==> src/sysctl_gate_pkg.sv <==
package sysctl_gate_pkg;

	localparam int unsigned ADDR_W = 10;
	localparam int unsigned DATA_W = 32;

	// Byte offsets of the registers.
	localparam logic [9:0] OFS_CAP_PINS   = 10'h018;
	localparam logic [9:0] OFS_CAP_GPIO   = 10'h01c;
	localparam logic [9:0] OFS_RUN_GATE   = 10'h100;
	localparam logic [9:0] OFS_SLEEP_GATE = 10'h110;
	localparam logic [9:0] OFS_DEEP_GATE  = 10'h120;
	localparam logic [9:0] OFS_RUN_CFG    = 10'h060;
	localparam logic [9:0] OFS_PWR_STATE  = 10'h1f0;

	// Capability word layouts.
	localparam int unsigned CAP_SLOW_CLK_BIT = 31;
	localparam int unsigned CAP_TIMER_LSB    = 24;
	localparam int unsigned CAP_TIMER_W      = 6;
	localparam int unsigned CAP_CMP_LSB      = 6;
	localparam int unsigned CAP_CMP_W        = 9;
	localparam int unsigned CAP_PORT_LSB     = 0;
	localparam int unsigned CAP_PORT_W       = 5;

	// Gating register layout: only the watchdog bit exists.
	localparam int unsigned WDOG_BIT       = 3;
	localparam logic [31:0] GATE_WR_MASK   = 32'h0000_0008;
	localparam logic [31:0] GATE_RESET     = 32'h0000_0000;

	// Run configuration: automatic gating select.
	localparam int unsigned AUTO_GATE_BIT  = 27;
	localparam logic [31:0] RUN_CFG_MASK   = 32'h0800_0000;
	localparam logic [31:0] RUN_CFG_RESET  = 32'h0000_0000;

	localparam logic [31:0] UNMAPPED_DATA  = 32'h0000_0000;

	// Power states, one-hot.
	typedef enum logic [2:0] {
		PWR_RUN   = 3'h1,
		PWR_SLEEP = 3'h2,
		PWR_DEEP  = 3'h4
	} pwr_state_t;

endpackage

==> src/gate_select.sv <==
`timescale 1ns/1ps
// Picks the gating set that applies in the present power state.
module gate_select
	import sysctl_gate_pkg::*;
#(
	parameter int unsigned WIDTH = 32
) (
	input  wire logic [WIDTH-1:0] run_set_in,   // Run-mode set
	input  wire logic [WIDTH-1:0] sleep_set_in, // Sleep-mode set
	input  wire logic [WIDTH-1:0] deep_set_in,  // Deep-sleep set
	input  wire logic             auto_in,      // Automatic gating select
	input  wire logic             sleep_in,     // In sleep
	input  wire logic             deep_in,      // In deep sleep
	output logic      [WIDTH-1:0] set_out       // Set in force
);
	always_comb begin
		set_out = run_set_in;
		if (auto_in && deep_in) begin
			set_out = deep_set_in;
		end else if (auto_in && sleep_in) begin
			set_out = sleep_set_in;
		end
	end
endmodule // gate_select

==> src/capability_and_clock_gating_regs.sv <==
// The Avalon-MM slave port was left to the implementer.
`timescale 1ns/1ps
// Functional notes
// - each writable gating bit enables the clock of exactly one unit.
// - bit one clocks the unit; bit zero leaves it unclocked and disabled.
// - access to a unit whose clock is gated off returns a bus fault.
// - all gating bits reset to zero unless stated otherwise.
// - run, sleep and deep-sleep sets, applied per current power state.
// - sleep sets apply only with automatic gating select set.
// - bit 3 of each gating register is read/write watchdog gate.
// - gating positions without a unit are read-only zero.
// - pins word bits 14..6 report comparator pins, all one.
// - gpio word bits 4..0 report ports A..E, upper bits zero.
// - port flags align with third gating set and soft reset bits.
module capability_and_clock_gating_regs
	import sysctl_gate_pkg::*;
#(
	parameter logic [5:0] TIMER_PINS  = 6'h3f,
	parameter logic [8:0] CMP_PINS    = 9'h1ff,
	parameter logic [4:0] GPIO_PORTS  = 5'h1f,
	parameter logic       SLOW_CLK_IN = 1'b1
) (
	input  wire logic                                ref_clk_in,     // Clock
	input  wire logic                                rst_n_in,       // Reset
	input  wire logic [sysctl_gate_pkg::ADDR_W-1:0]  address_in,     // Byte addr
	input  wire logic                                read_in,        // Read
	input  wire logic                                write_in,       // Write
	input  wire logic [3:0]                          byteenable_in,  // Lanes
	input  wire logic [sysctl_gate_pkg::DATA_W-1:0]  writedata_in,   // Wr data
	output logic      [sysctl_gate_pkg::DATA_W-1:0]  readdata_out,   // Rd data
	output logic                                     waitrequest_out,// Stall
	output logic      [1:0]                          response_out,   // 0 ok
	input  wire logic                                sleep_in,       // Sleep
	input  wire logic                                deep_sleep_in,  // Deep
	input  wire logic                                wdog_access_in, // Wdog acc
	output logic                                     wdog_fault_out, // Fault
	output logic                                     wdog_clk_en_out // Wdog en
);
	import sysctl_gate_pkg::*;

	localparam logic [1:0] RESP_OK  = 2'h0;
	localparam logic [1:0] RESP_ERR = 2'h2;

	logic [31:0] run_gate_set;
	logic [31:0] sleep_gate_set;
	logic [31:0] deep_sleep_gate_set;
	logic [31:0] run_clock_configuration;
	logic [31:0] capability_pins_word;
	logic [31:0] capability_gpio_word;
	logic [31:0] gate_in_force;
	logic [31:0] wmask;
	logic [31:0] next_readdata;
	logic [1:0]  next_response;
	logic        done;
	logic        access;
	pwr_state_t  pwr_state;

	// The answer takes one wait cycle so read data come from a flop.
	assign access          = read_in | write_in;
	assign waitrequest_out = access & ~done;

	// Constant words; no write path reaches them.
	always_comb begin
		capability_pins_word = 32'h0000_0000;
		capability_pins_word[CAP_SLOW_CLK_BIT] = SLOW_CLK_IN;
		capability_pins_word[CAP_TIMER_LSB +: CAP_TIMER_W] =
			TIMER_PINS;
		capability_pins_word[CAP_CMP_LSB +: CAP_CMP_W] =
			CMP_PINS;
		capability_gpio_word = 32'h0000_0000;
		capability_gpio_word[CAP_PORT_LSB +: CAP_PORT_W] =
			GPIO_PORTS;
	end

	// Byte lanes become a bit mask so a partial write keeps the other lanes.
	always_comb begin
		wmask = {{8{byteenable_in[3]}}, {8{byteenable_in[2]}},
			{8{byteenable_in[1]}}, {8{byteenable_in[0]}}};
	end

	// A stored bit takes the new value only where its lane is enabled and
	// the bit is writable; positions with no unit never store anything.
	function automatic logic [31:0] merge(input logic [31:0] old,
		input logic [31:0] wd, input logic [31:0] lanes,
		input logic [31:0] legal);
		merge = ((old & ~lanes) | (wd & lanes)) & legal;
	endfunction

	// Only writable bits are stored; all others read zero.
	// A write is taken once, at the edge that ends its first cycle.
	always_ff @(posedge ref_clk_in) begin
		if (!rst_n_in) begin
			run_gate_set        <= GATE_RESET;
			sleep_gate_set      <= GATE_RESET;
			deep_sleep_gate_set <= GATE_RESET;
		end else if (write_in && !done) begin
			if (address_in == OFS_RUN_GATE) begin
				run_gate_set <= merge(run_gate_set, writedata_in, wmask,
					GATE_WR_MASK);
			end
			if (address_in == OFS_SLEEP_GATE) begin
				sleep_gate_set <= merge(sleep_gate_set, writedata_in,
					wmask, GATE_WR_MASK);
			end
			if (address_in == OFS_DEEP_GATE) begin
				deep_sleep_gate_set <= merge(deep_sleep_gate_set,
					writedata_in, wmask, GATE_WR_MASK);
			end
		end
	end

	// Only the automatic gating select is stored here; the rest of the word
	// reads zero, so a read-modify-write by software cannot set stray bits.
	always_ff @(posedge ref_clk_in) begin
		if (!rst_n_in) begin
			run_clock_configuration <= RUN_CFG_RESET;
		end else if (write_in && !done && address_in == OFS_RUN_CFG) begin
			run_clock_configuration <= merge(run_clock_configuration,
				writedata_in, wmask, RUN_CFG_MASK);
		end
	end

	// Deep sleep wins when both requests are up, being the lower power state.
	// Registering the state gives one decision point per cycle.
	always_ff @(posedge ref_clk_in) begin
		if (!rst_n_in) begin
			pwr_state <= PWR_RUN;
		end else if (deep_sleep_in) begin
			pwr_state <= PWR_DEEP;
		end else if (sleep_in) begin
			pwr_state <= PWR_SLEEP;
		end else begin
			pwr_state <= PWR_RUN;
		end
	end

	// A change of power state or of the select bit moves the enable one
	// cycle after the request, once the state register has caught it.
	gate_select #(
		.WIDTH(32)
	) u_select (
		.run_set_in   (run_gate_set),
		.sleep_set_in (sleep_gate_set),
		.deep_set_in  (deep_sleep_gate_set),
		.auto_in      (run_clock_configuration[AUTO_GATE_BIT]),
		.sleep_in     (pwr_state == PWR_SLEEP),
		.deep_in      (pwr_state == PWR_DEEP),
		.set_out      (gate_in_force)
	);

	// The enable is a mux of flops and may glitch while the set in force
	// changes; a clock gate fed by it must latch it while the clock is low.
	assign wdog_clk_en_out = gate_in_force[WDOG_BIT];

	// A unit access while its clock is off is answered with a fault.
	// The pulse lasts one cycle for each cycle that the access is held.
	always_ff @(posedge ref_clk_in) begin
		if (!rst_n_in) begin
			wdog_fault_out <= 1'b0;
		end else begin
			wdog_fault_out <= wdog_access_in &
				~gate_in_force[WDOG_BIT];
		end
	end

	// Unmapped offsets answer with an error and zero data; writes to them
	// change nothing.
	always_comb begin
		next_response = RESP_OK;
		next_readdata = UNMAPPED_DATA;
		unique case (address_in)
			OFS_CAP_PINS:   next_readdata = capability_pins_word;
			OFS_CAP_GPIO:   next_readdata = capability_gpio_word;
			OFS_RUN_GATE:   next_readdata = run_gate_set;
			OFS_SLEEP_GATE: next_readdata = sleep_gate_set;
			OFS_DEEP_GATE:  next_readdata = deep_sleep_gate_set;
			OFS_RUN_CFG:    next_readdata = run_clock_configuration;
			OFS_PWR_STATE:  next_readdata = {29'h0, pwr_state};
			default:        next_response = RESP_ERR;
		endcase
	end

	// Data and response are caught when a request is taken and then stand
	// unchanged until the next request is taken.
	always_ff @(posedge ref_clk_in) begin
		if (!rst_n_in) begin
			done         <= 1'b0;
			readdata_out <= 32'h0000_0000;
			response_out <= RESP_OK;
		end else begin
			done <= access & ~done;
			if (access && !done) begin
				readdata_out <= read_in ? next_readdata : 32'h0000_0000;
				response_out <= next_response;
			end
		end
	end
endmodule // capability_and_clock_gating_regs

==> config.mk <==
export PLATFORM = sky130hd
export DESIGN_NAME = capability_and_clock_gating_regs
export DESIGN_NICKNAME = d
export VERILOG_FILES = /design/src/sysctl_gate_pkg.sv /design/src/gate_select.sv /design/src/capability_and_clock_gating_regs.sv
export SDC_FILE = /design/constraint.sdc
export NUM_CORES = 1
export LEC_CHECK = 0
export BUFFER_PORTS_ARGS = -buffer_cell sky130_fd_sc_hd__buf_2
export CORE_AREA = 8 8 90 52
export CTS_CLUSTER_SIZE = 12
export DETAILED_ROUTE_END_ITERATION = 10
export DIE_AREA = 0 0 98 60
export PLACE_DENSITY = 0.7
export SYNTH_ARGS = -nofsm -noshare
export SYNTH_HDL_FRONTEND = slang
export SYNTH_SLANG_ARGS = --single-unit
==> constraint.sdc <==
create_clock -name ref_clk_in -period 2.24 [get_ports ref_clk_in]
set_input_delay 0.336 -clock ref_clk_in [delete_from_list [all_inputs] [get_ports ref_clk_in]]
set_output_delay 0.336 -clock ref_clk_in [all_outputs]
set_load 0.01 [all_outputs]
==> metrics.md, run 1 <==
| Metric | Value |
|---|---|
| Status | finished, final reports clean |
| Fin crit period | 1895 ps |
| Clock-pin slew of the registers on the worst-case setup and hold paths | about 70 ps |
| Post-synth ARST share | 0% |
| CP Capture Type | primary output |
| Die ar. | slightly below 6000 sq um |
| Register bit total from synthesis | 17 |
| Clock sink count | 17 |
| Routability cong. | a little over 0.8 |
| Final hold vios | 0 |
| Tot GR Track Use | under 10% |
| Drt drc | 0 |
| Power Dens Cells | a little under 500 nW/um^2 |
| Vias in the first global route | around 930 |
| Post-synth EDFFs | 0 |
| Nets | 221 |
| Port Buffer Count | 45 |
| Post-Layout Cell Count | about 210 |
| Post-CTS Setup Inserts | 0 |
| Met2 wire length | about 1100 um |
| Global-route wire length before repair | between 4000 and 5000 um |
| Layout Area Growth over Synthesis | 15.50% |
| Post-DRT Antenna Nets | 0 |
| Initial Util | a little under a third |
| Worst-path maximum fanout | 3 |
| Clock buffer depth | 2 |
| Ranking of synthesized cells by area | dfxtp_1, buf_4, nand2_1, mux2i_1, a21oi_1 |
| Max IR drop VDD | between 0.15 and 0.2 mV |
| DR pass1 iterations | 4 |
| Die Wd | around 100 um |
| RSZ-0062 raised after global routing | false |
| Post-Place Cells | about 210 |
| Final setup viols | 0 |
| Max-cap check violation count | 0 |
| CP arrival | roughly 1600 ps |
| Comb pwr share | 15.0% |
| Largest net degree at the start of global routing | 17 |
| H-tree levels | 1 |
| Most common library cells after synthesis | buf_4, dfxtp_1, nand2_1, nor2_1, a21oi_1 |
| Avg Cell Area, Syn | roughly 8.4 sq um |
| Worst-case clock skew | about 1.7 ps |
| Top sig layer | met4 |
| Post-Syn Instances | 133 |
| Cts repair resizes | 0 |
| Vias per cell | 4.557 |
| Initial antenna violation count | 0 |
| Num ports | 90 |
| Row cnt | 16 |
| Root buffer cell | clkbuf_8 |
| M1 WL | 1340 um |
| Count leader, synth | buf_4 |
| Wire per inst | around 13 um |
| Post-synth top area share | between 30% and 40% |
| TNS Setup | 0 ps |
| Seq pwr share | 49.0% |
| Leakage power | 0.6217 nW |
| DR WL met3 | 275 um |
| Die height | 60 um |
| Internal power | about 0.47 mW |
| Biggest area consumer among synthesized cells | dfxtp_1 |
| Clk pwr share | 36.0% |
| Hold_sp | deep_sleep_in |
| Worst path required time | 1900 ps |
| Post-CTS Hold Fix Bufs | 0 |
| CP startpoint kind | flip-flop |
| CP Class | flip-flop to primary output |
| HPWL Detailed | 2299 um |
| N_diodes | 0 |
| DR vias | approximately 970 |
| Gr ovfl total | 0 |
| DR iter-0 viols | 32 |
| # fillers | about 380 |
| Post-Route WL | roughly 2700 um |
| Proportion of layout cells with a drive suffix above 1 | 35.93% |
| Max Freq | about 0.53 GHz |
| Register area share after synthesis | between 30% and 40% |
| Post-synth top flop | dfxtp_1 |
| Latest clock arrival within the worst-skew pair | ~250 ps |
| Switching power | 0.1698 mW |
| Post-Syn Area | between 1000 and 1500 sq um |
| Number of buffers created by CTS | 3 |
| Worst hold path class | input port to flip-flop |
| Switching Share | between 20% and 30% |
| Post-route clock period utilization | between 80 and 90% |
| Synth Warn # | 0 |
| CTS tree | built |
| Synth unique cells | ~40 |
| Hold WS | about 250 ps |
| Core area | 3543 sq um |
| Slew Limit Fails | 0 |
## cell usage in the layout (no fill, tap or decap), types with 2 or more instances in the layout
master	instances
a21oi_1	7
and2_1	3
and2b_1	2
buf_2	45
buf_4	2
clkbuf_8	3
conb_1	12
dfxtp_1	17
inv_1	4
mux2i_1	5
nand2_1	14
nand3_1	2
nand3b_1	2
nand4_1	4
nor2_1	8
nor2b_1	4
nor3_1	2
nor3b_1	2
o21ai_1	4
or2_2	3
## stage by stage
step / power [mW] / area [sq um] / setup WS (ps) / util [%]
after detailed placement: 0.4156 / 1250 / 425.0 / 35.28
after floorplan: 0.3918 / 1164 / 667.2 / -
after global routing: 0.6787 / 1296 / 268.2 / 36.58
after CTS: 0.6464 / 1296 / 333.7 / 36.58
after global placement: 0.4139 / 1250 / 416.7 / 35.28
final: 0.6402 / 1296 / 345.3 / 36.58
## routing by layer
| layer | up-vias | global-route usage [%] |
|---|---|---|
| met5 | - | 0 |
| met4 | 0 | 1.974 |
| met3 | 3 | 5.807 |
| met2 | 31 | 13.44 |
| met1 | 433 | 11.99 |
| li1 | 499 | - |
## final cells by class
cell class / count / area [sq um] / share of cell area (%)
Timing Repair Buffer: 47 / 240.2 / 18.53
Sequential cell: 17 / 340.3 / 26.25
Clock inverter: 1 / 5.005 / 0.3861
Inverter: 4 / 15.01 / 1.158
Multi-Input combinational cell: 95 / 598.1 / 46.14
Tap cell: 45 / 56.30 / 4.344
Clock buffer: 3 / 41.29 / 3.185
## critical path, stage by stage (launching register included)
cell and delay, ps:
dfxtp_1 340, nor2b_1 160, a22o_1 180, a221oi_1 410
buf_2 210
## path summary, 6_finish.rpt
| path | endpoint | slack, ps | cells past startpoint |
|---|---|---|---|
| hold / removal | pwr_state[1] | 250 | 2 |
| setup / recovery | wdog_clk_en_out | 350 | 4 |
| hold reg to reg | readdata_out[2] | 450 | 2 |
| setup reg to reg | wdog_fault_out | 940 | 4 |
## power groups by stage
stage | sequential (mW) | combinational (mW) | clock, mW
2_1_floorplan | 0.321 | 0.0709 | 0
3_3_place_gp | 0.320 | 0.0935 | 0
3_5_place_dp | 0.320 | 0.0953 | 0
4_1_cts | 0.313 | 0.0957 | 0.237
5_1_grt | 0.314 | 0.107 | 0.258
6_report | 0.313 | 0.0962 | 0.231
## cell families after synthesis
logic type / count (synthesis) / synth area share, %
AND/OR/NAND/NOR: 56 / 29.99
buffers and inverters: 32 / 20.07
AO/OA/AOI/OAI: 22 / 14.83
flip-flops: 17 / 30.32
multiplexers: 5 / 4.459
other: 1 / 0.3341
No activity file was read; power rests on OpenSTA's default activity.
==> inputs of run 2 (changes only) <==
--- a/config.mk
+++ b/config.mk
@@ -10,7 +10,7 @@
 export CTS_CLUSTER_SIZE = 12
 export DETAILED_ROUTE_END_ITERATION = 10
 export DIE_AREA = 0 0 98 60
-export PLACE_DENSITY = 0.7
+export PLACE_DENSITY = 0.73
 export SYNTH_ARGS = -nofsm -noshare
 export SYNTH_HDL_FRONTEND = slang
 export SYNTH_SLANG_ARGS = --single-unit
==> constraint.sdc (replaced) <==
create_clock -name ref_clk_in -period 1.7 [get_ports ref_clk_in]
set_input_delay 0.255 -clock ref_clk_in [delete_from_list [all_inputs] [get_ports ref_clk_in]]
set_output_delay 0.255 -clock ref_clk_in [all_outputs]
set_load 0.01 [all_outputs]
==> run 2 against run 1 <==
  * Sequential cell count did not move
  * Via count rose by 5.3%
  * Clock power rose by 35%
  * Sequential power rose by 33%
  * Cell count rose by 3.3%
  * Critical endpoint unchanged
  * Total power rose by 35%
  * Die area did not move
==> metrics.md, run 2 (same netlist as run 1, synthesis figures left out) <==
| Metric | Value |
|---|---|
| Clock-pin slew of the registers on the worst-case setup and hold paths | 70 ps (about the same) |
| M1 WL | 1368 um (+2.1%) |
| Comb pwr share | 15.6% (+0.6 points) |
| Post-Route WL | 2893 um (+5.9%) |
| Clock sink count | 17 (unchanged) |
| Latest clock arrival within the worst-skew pair | 260 ps (about the same) |
| Root buffer cell | clkbuf_8 |
| Top sig layer | met3 |
| Largest net degree at the start of global routing | 17 (unchanged) |
| Finished Cell Area | 1370 sq um (+5.7%) |
| Final hold vios | 0 (unchanged) |
| Most frequent cells in the layout | buf_2, nand2_1, dfxtp_1 |
| Layout Area Growth over Synthesis | 22.07% |
| Vias per cell | 4.644 (+1.9%) |
| Worst-path maximum fanout | 3 (unchanged) |
| TNS Setup | 0 ps (unchanged) |
| Post-route clock period utilization | between 90% and 100% |
| Most common cell after layout, fill and taps aside | buf_2 |
| CP Class | flip-flop to primary output |
| CP arrival | 1400 ps (-160 ps) |
| # fillers | 377 (-0.26%) |
| Drt drc | 0 (unchanged) |
| Global-route wire length before repair | 4574 um (+4.1%) |
| Die Wd | 98 um (unchanged) |
| DR vias | 1,017 (+5.3%) |
| CP startpoint kind | flip-flop |
| Gr ovfl total | 0 (unchanged) |
| Proportion of layout cells with a drive suffix above 1 | 41.95% (+6.0 points) |
| Max incr delay on CP | 330 ps (-80 ps) |
| Switching Share | 27.14% (+0.62 points) |
| Power Dens Cells | 629.1 nW/um^2 (+27%) |
| DR WL met3 | 296 um (+7.6%) |
| HPWL Detailed | 2435 um (+5.9%) |
| N_diodes | 0 (unchanged) |
| Die ar. | 5880 sq um (unchanged) |
| Die height | 60 um (unchanged) |
| Number of buffers created by CTS | 3 (unchanged) |
| Leakage power | 0.6587 nW (+6.0%) |
| Worst hold path class | input port to flip-flop |
| Port Buffer Count | 45 (unchanged) |
| Final setup viols | 0 (unchanged) |
| Switching power | 0.2340 mW (+38%) |
| Worst path required time | 1440 ps (-460 ps) |
| Row cnt | 16 (unchanged) |
| Slew Limit Fails | 0 (unchanged) |
| Max IR drop VDD | 0.2252 mV (+42%) |
| DR iter-0 viols | 28 (-13%) |
| Routability cong. | 0.8227 (-0.51%) |
| Met2 wire length | 1228 um (+11%) |
| Crit path cell chain | nor2b_4 > a22o_1 > a221oi_2 > buf_2 |
| Num ports | 90 (unchanged) |
| Clk pwr share | 36.2% (+0.2 points) |
| Max-cap check violation count | 0 (unchanged) |
| Clock buffer depth | 2 (unchanged) |
| Post-DRT Antenna Nets | 0 (unchanged) |
| Wire per inst | 13.21 um (+2.5%) |
| CTS tree | built |
| RSZ-0062 raised after global routing | true |
| Nets | 228 (+3.2%) |
| Worst-case clock skew | 2.774 ps (+1.047 ps) |
| Status | finished, final reports clean |
| Fin crit period | 1652 ps |
| Core area | 3543 sq um (unchanged) |
| H-tree levels | 1 (unchanged) |
| Internal power | 0.6279 mW (+34%) |
| Tot GR Track Use | 9.826% (+0.27 points) |
| Initial Util | 31.67% (unchanged) |
| Placement Cell Area | 1287 sq um (+3.0%) |
| Worst path slowest cell | dfxtp_2 |
| Initial antenna violation count | 0 (unchanged) |
| Seq pwr share | 48.2% (-0.8 points) |
| CP Capture Type | primary output |
| DR pass1 iterations | 4 (unchanged) |
| Max Freq | 0.6053 GHz |
| Vias in the first global route | 972 (+4.4%) |
| Post-CTS Hold Fix Bufs | 0 (unchanged) |
[run 2: cell count changes in the layout (fill, tap and decap cells not counted)]
cell,change
buf_4,+7
dfxtp_1,-4
dfxtp_2,+4
a221oi_1,-1
a221oi_2,+1
clkinv_2,-1
clkinvlp_4,+1
nor2b_1,-1
nor2b_4,+1
[run 2: path summary, 6_finish.rpt]
kind / depth (start not counted) / slack, ps / from / end
worst max-delay path: 4 / 50 / flip-flop / wdog_clk_en_out
worst max register to register: 4 / 490 / done / response_out[1]
worst min-delay path: 2 / 160 / deep_sleep_in / pwr_state[1]
worst min register to register: 2 / 450 / readdata_out[3] / readdata_out[3]
[run 2: per-layer routing]
metal	vias up	global-route usage, %
li1	509	-
met1	474	11.44
met2	34	15.18
met3	0	5.923
met4	0	1.974
met5	-	0
[run 2: area by class of cell]
class / count / area [sq um] / area share (%)
clock inverter: 1 / 7.507 / 0.5479
multi-input combinational: 95 / 611.8 / 44.66
inverter: 4 / 15.01 / 1.096
tap: 45 / 56.30 / 4.110
sequential: 17 / 345.3 / 25.21
clock buffer: 3 / 41.29 / 3.014
timing repair buffer: 54 / 292.8 / 21.37
[run 2: timing repair]
| item | in CTS | in global routing |
|---|---|---|
| gates resized for setup | 2 | 5 |
| setup buffers | 0 | 2 |
| pin swaps | 1 | 2 |
| endpoints found under the setup margin | 1 | 1 |
[run 2: critical path: cells and delay by family (launching register included)]
kind                   cells  cell delay [ps]
AND/OR/NAND/NOR            1              130
flip-flops                 1              330
buffers and inverters      1              180
AO/OA/AOI/OAI              2              500
[run 2: stage by stage]
step / hold WS, ps / worst slack [ps] / cells / total power [mW] / util [%]
2_1_floorplan: 327.0 / 208.2 / 144 / 0.5163 / -
3_3_place_gp: 436.5 / -8.577 / 213 / 0.5523 / 36.33
3_5_place_dp: 438.2 / -21.02 / 213 / 0.5544 / 36.33
4_1_cts: 160.1 / 0.8493 / 217 / 0.8677 / 37.96
5_1_grt: 154.5 / -62.44 / 219 / 0.9160 / 38.67
6_report: 160.3 / 47.95 / 219 / 0.8619 / 38.67
[run 2: power by group through the flow]
stage                     Clock, mW  Combinational [mW]  Sequential (mW)
after floorplan                   0              0.0934            0.423
after global placement            0               0.130            0.422
after detailed placement          0               0.132            0.423
after CTS                     0.321               0.133            0.414
after global routing          0.351               0.149            0.416
final                         0.312               0.135            0.415
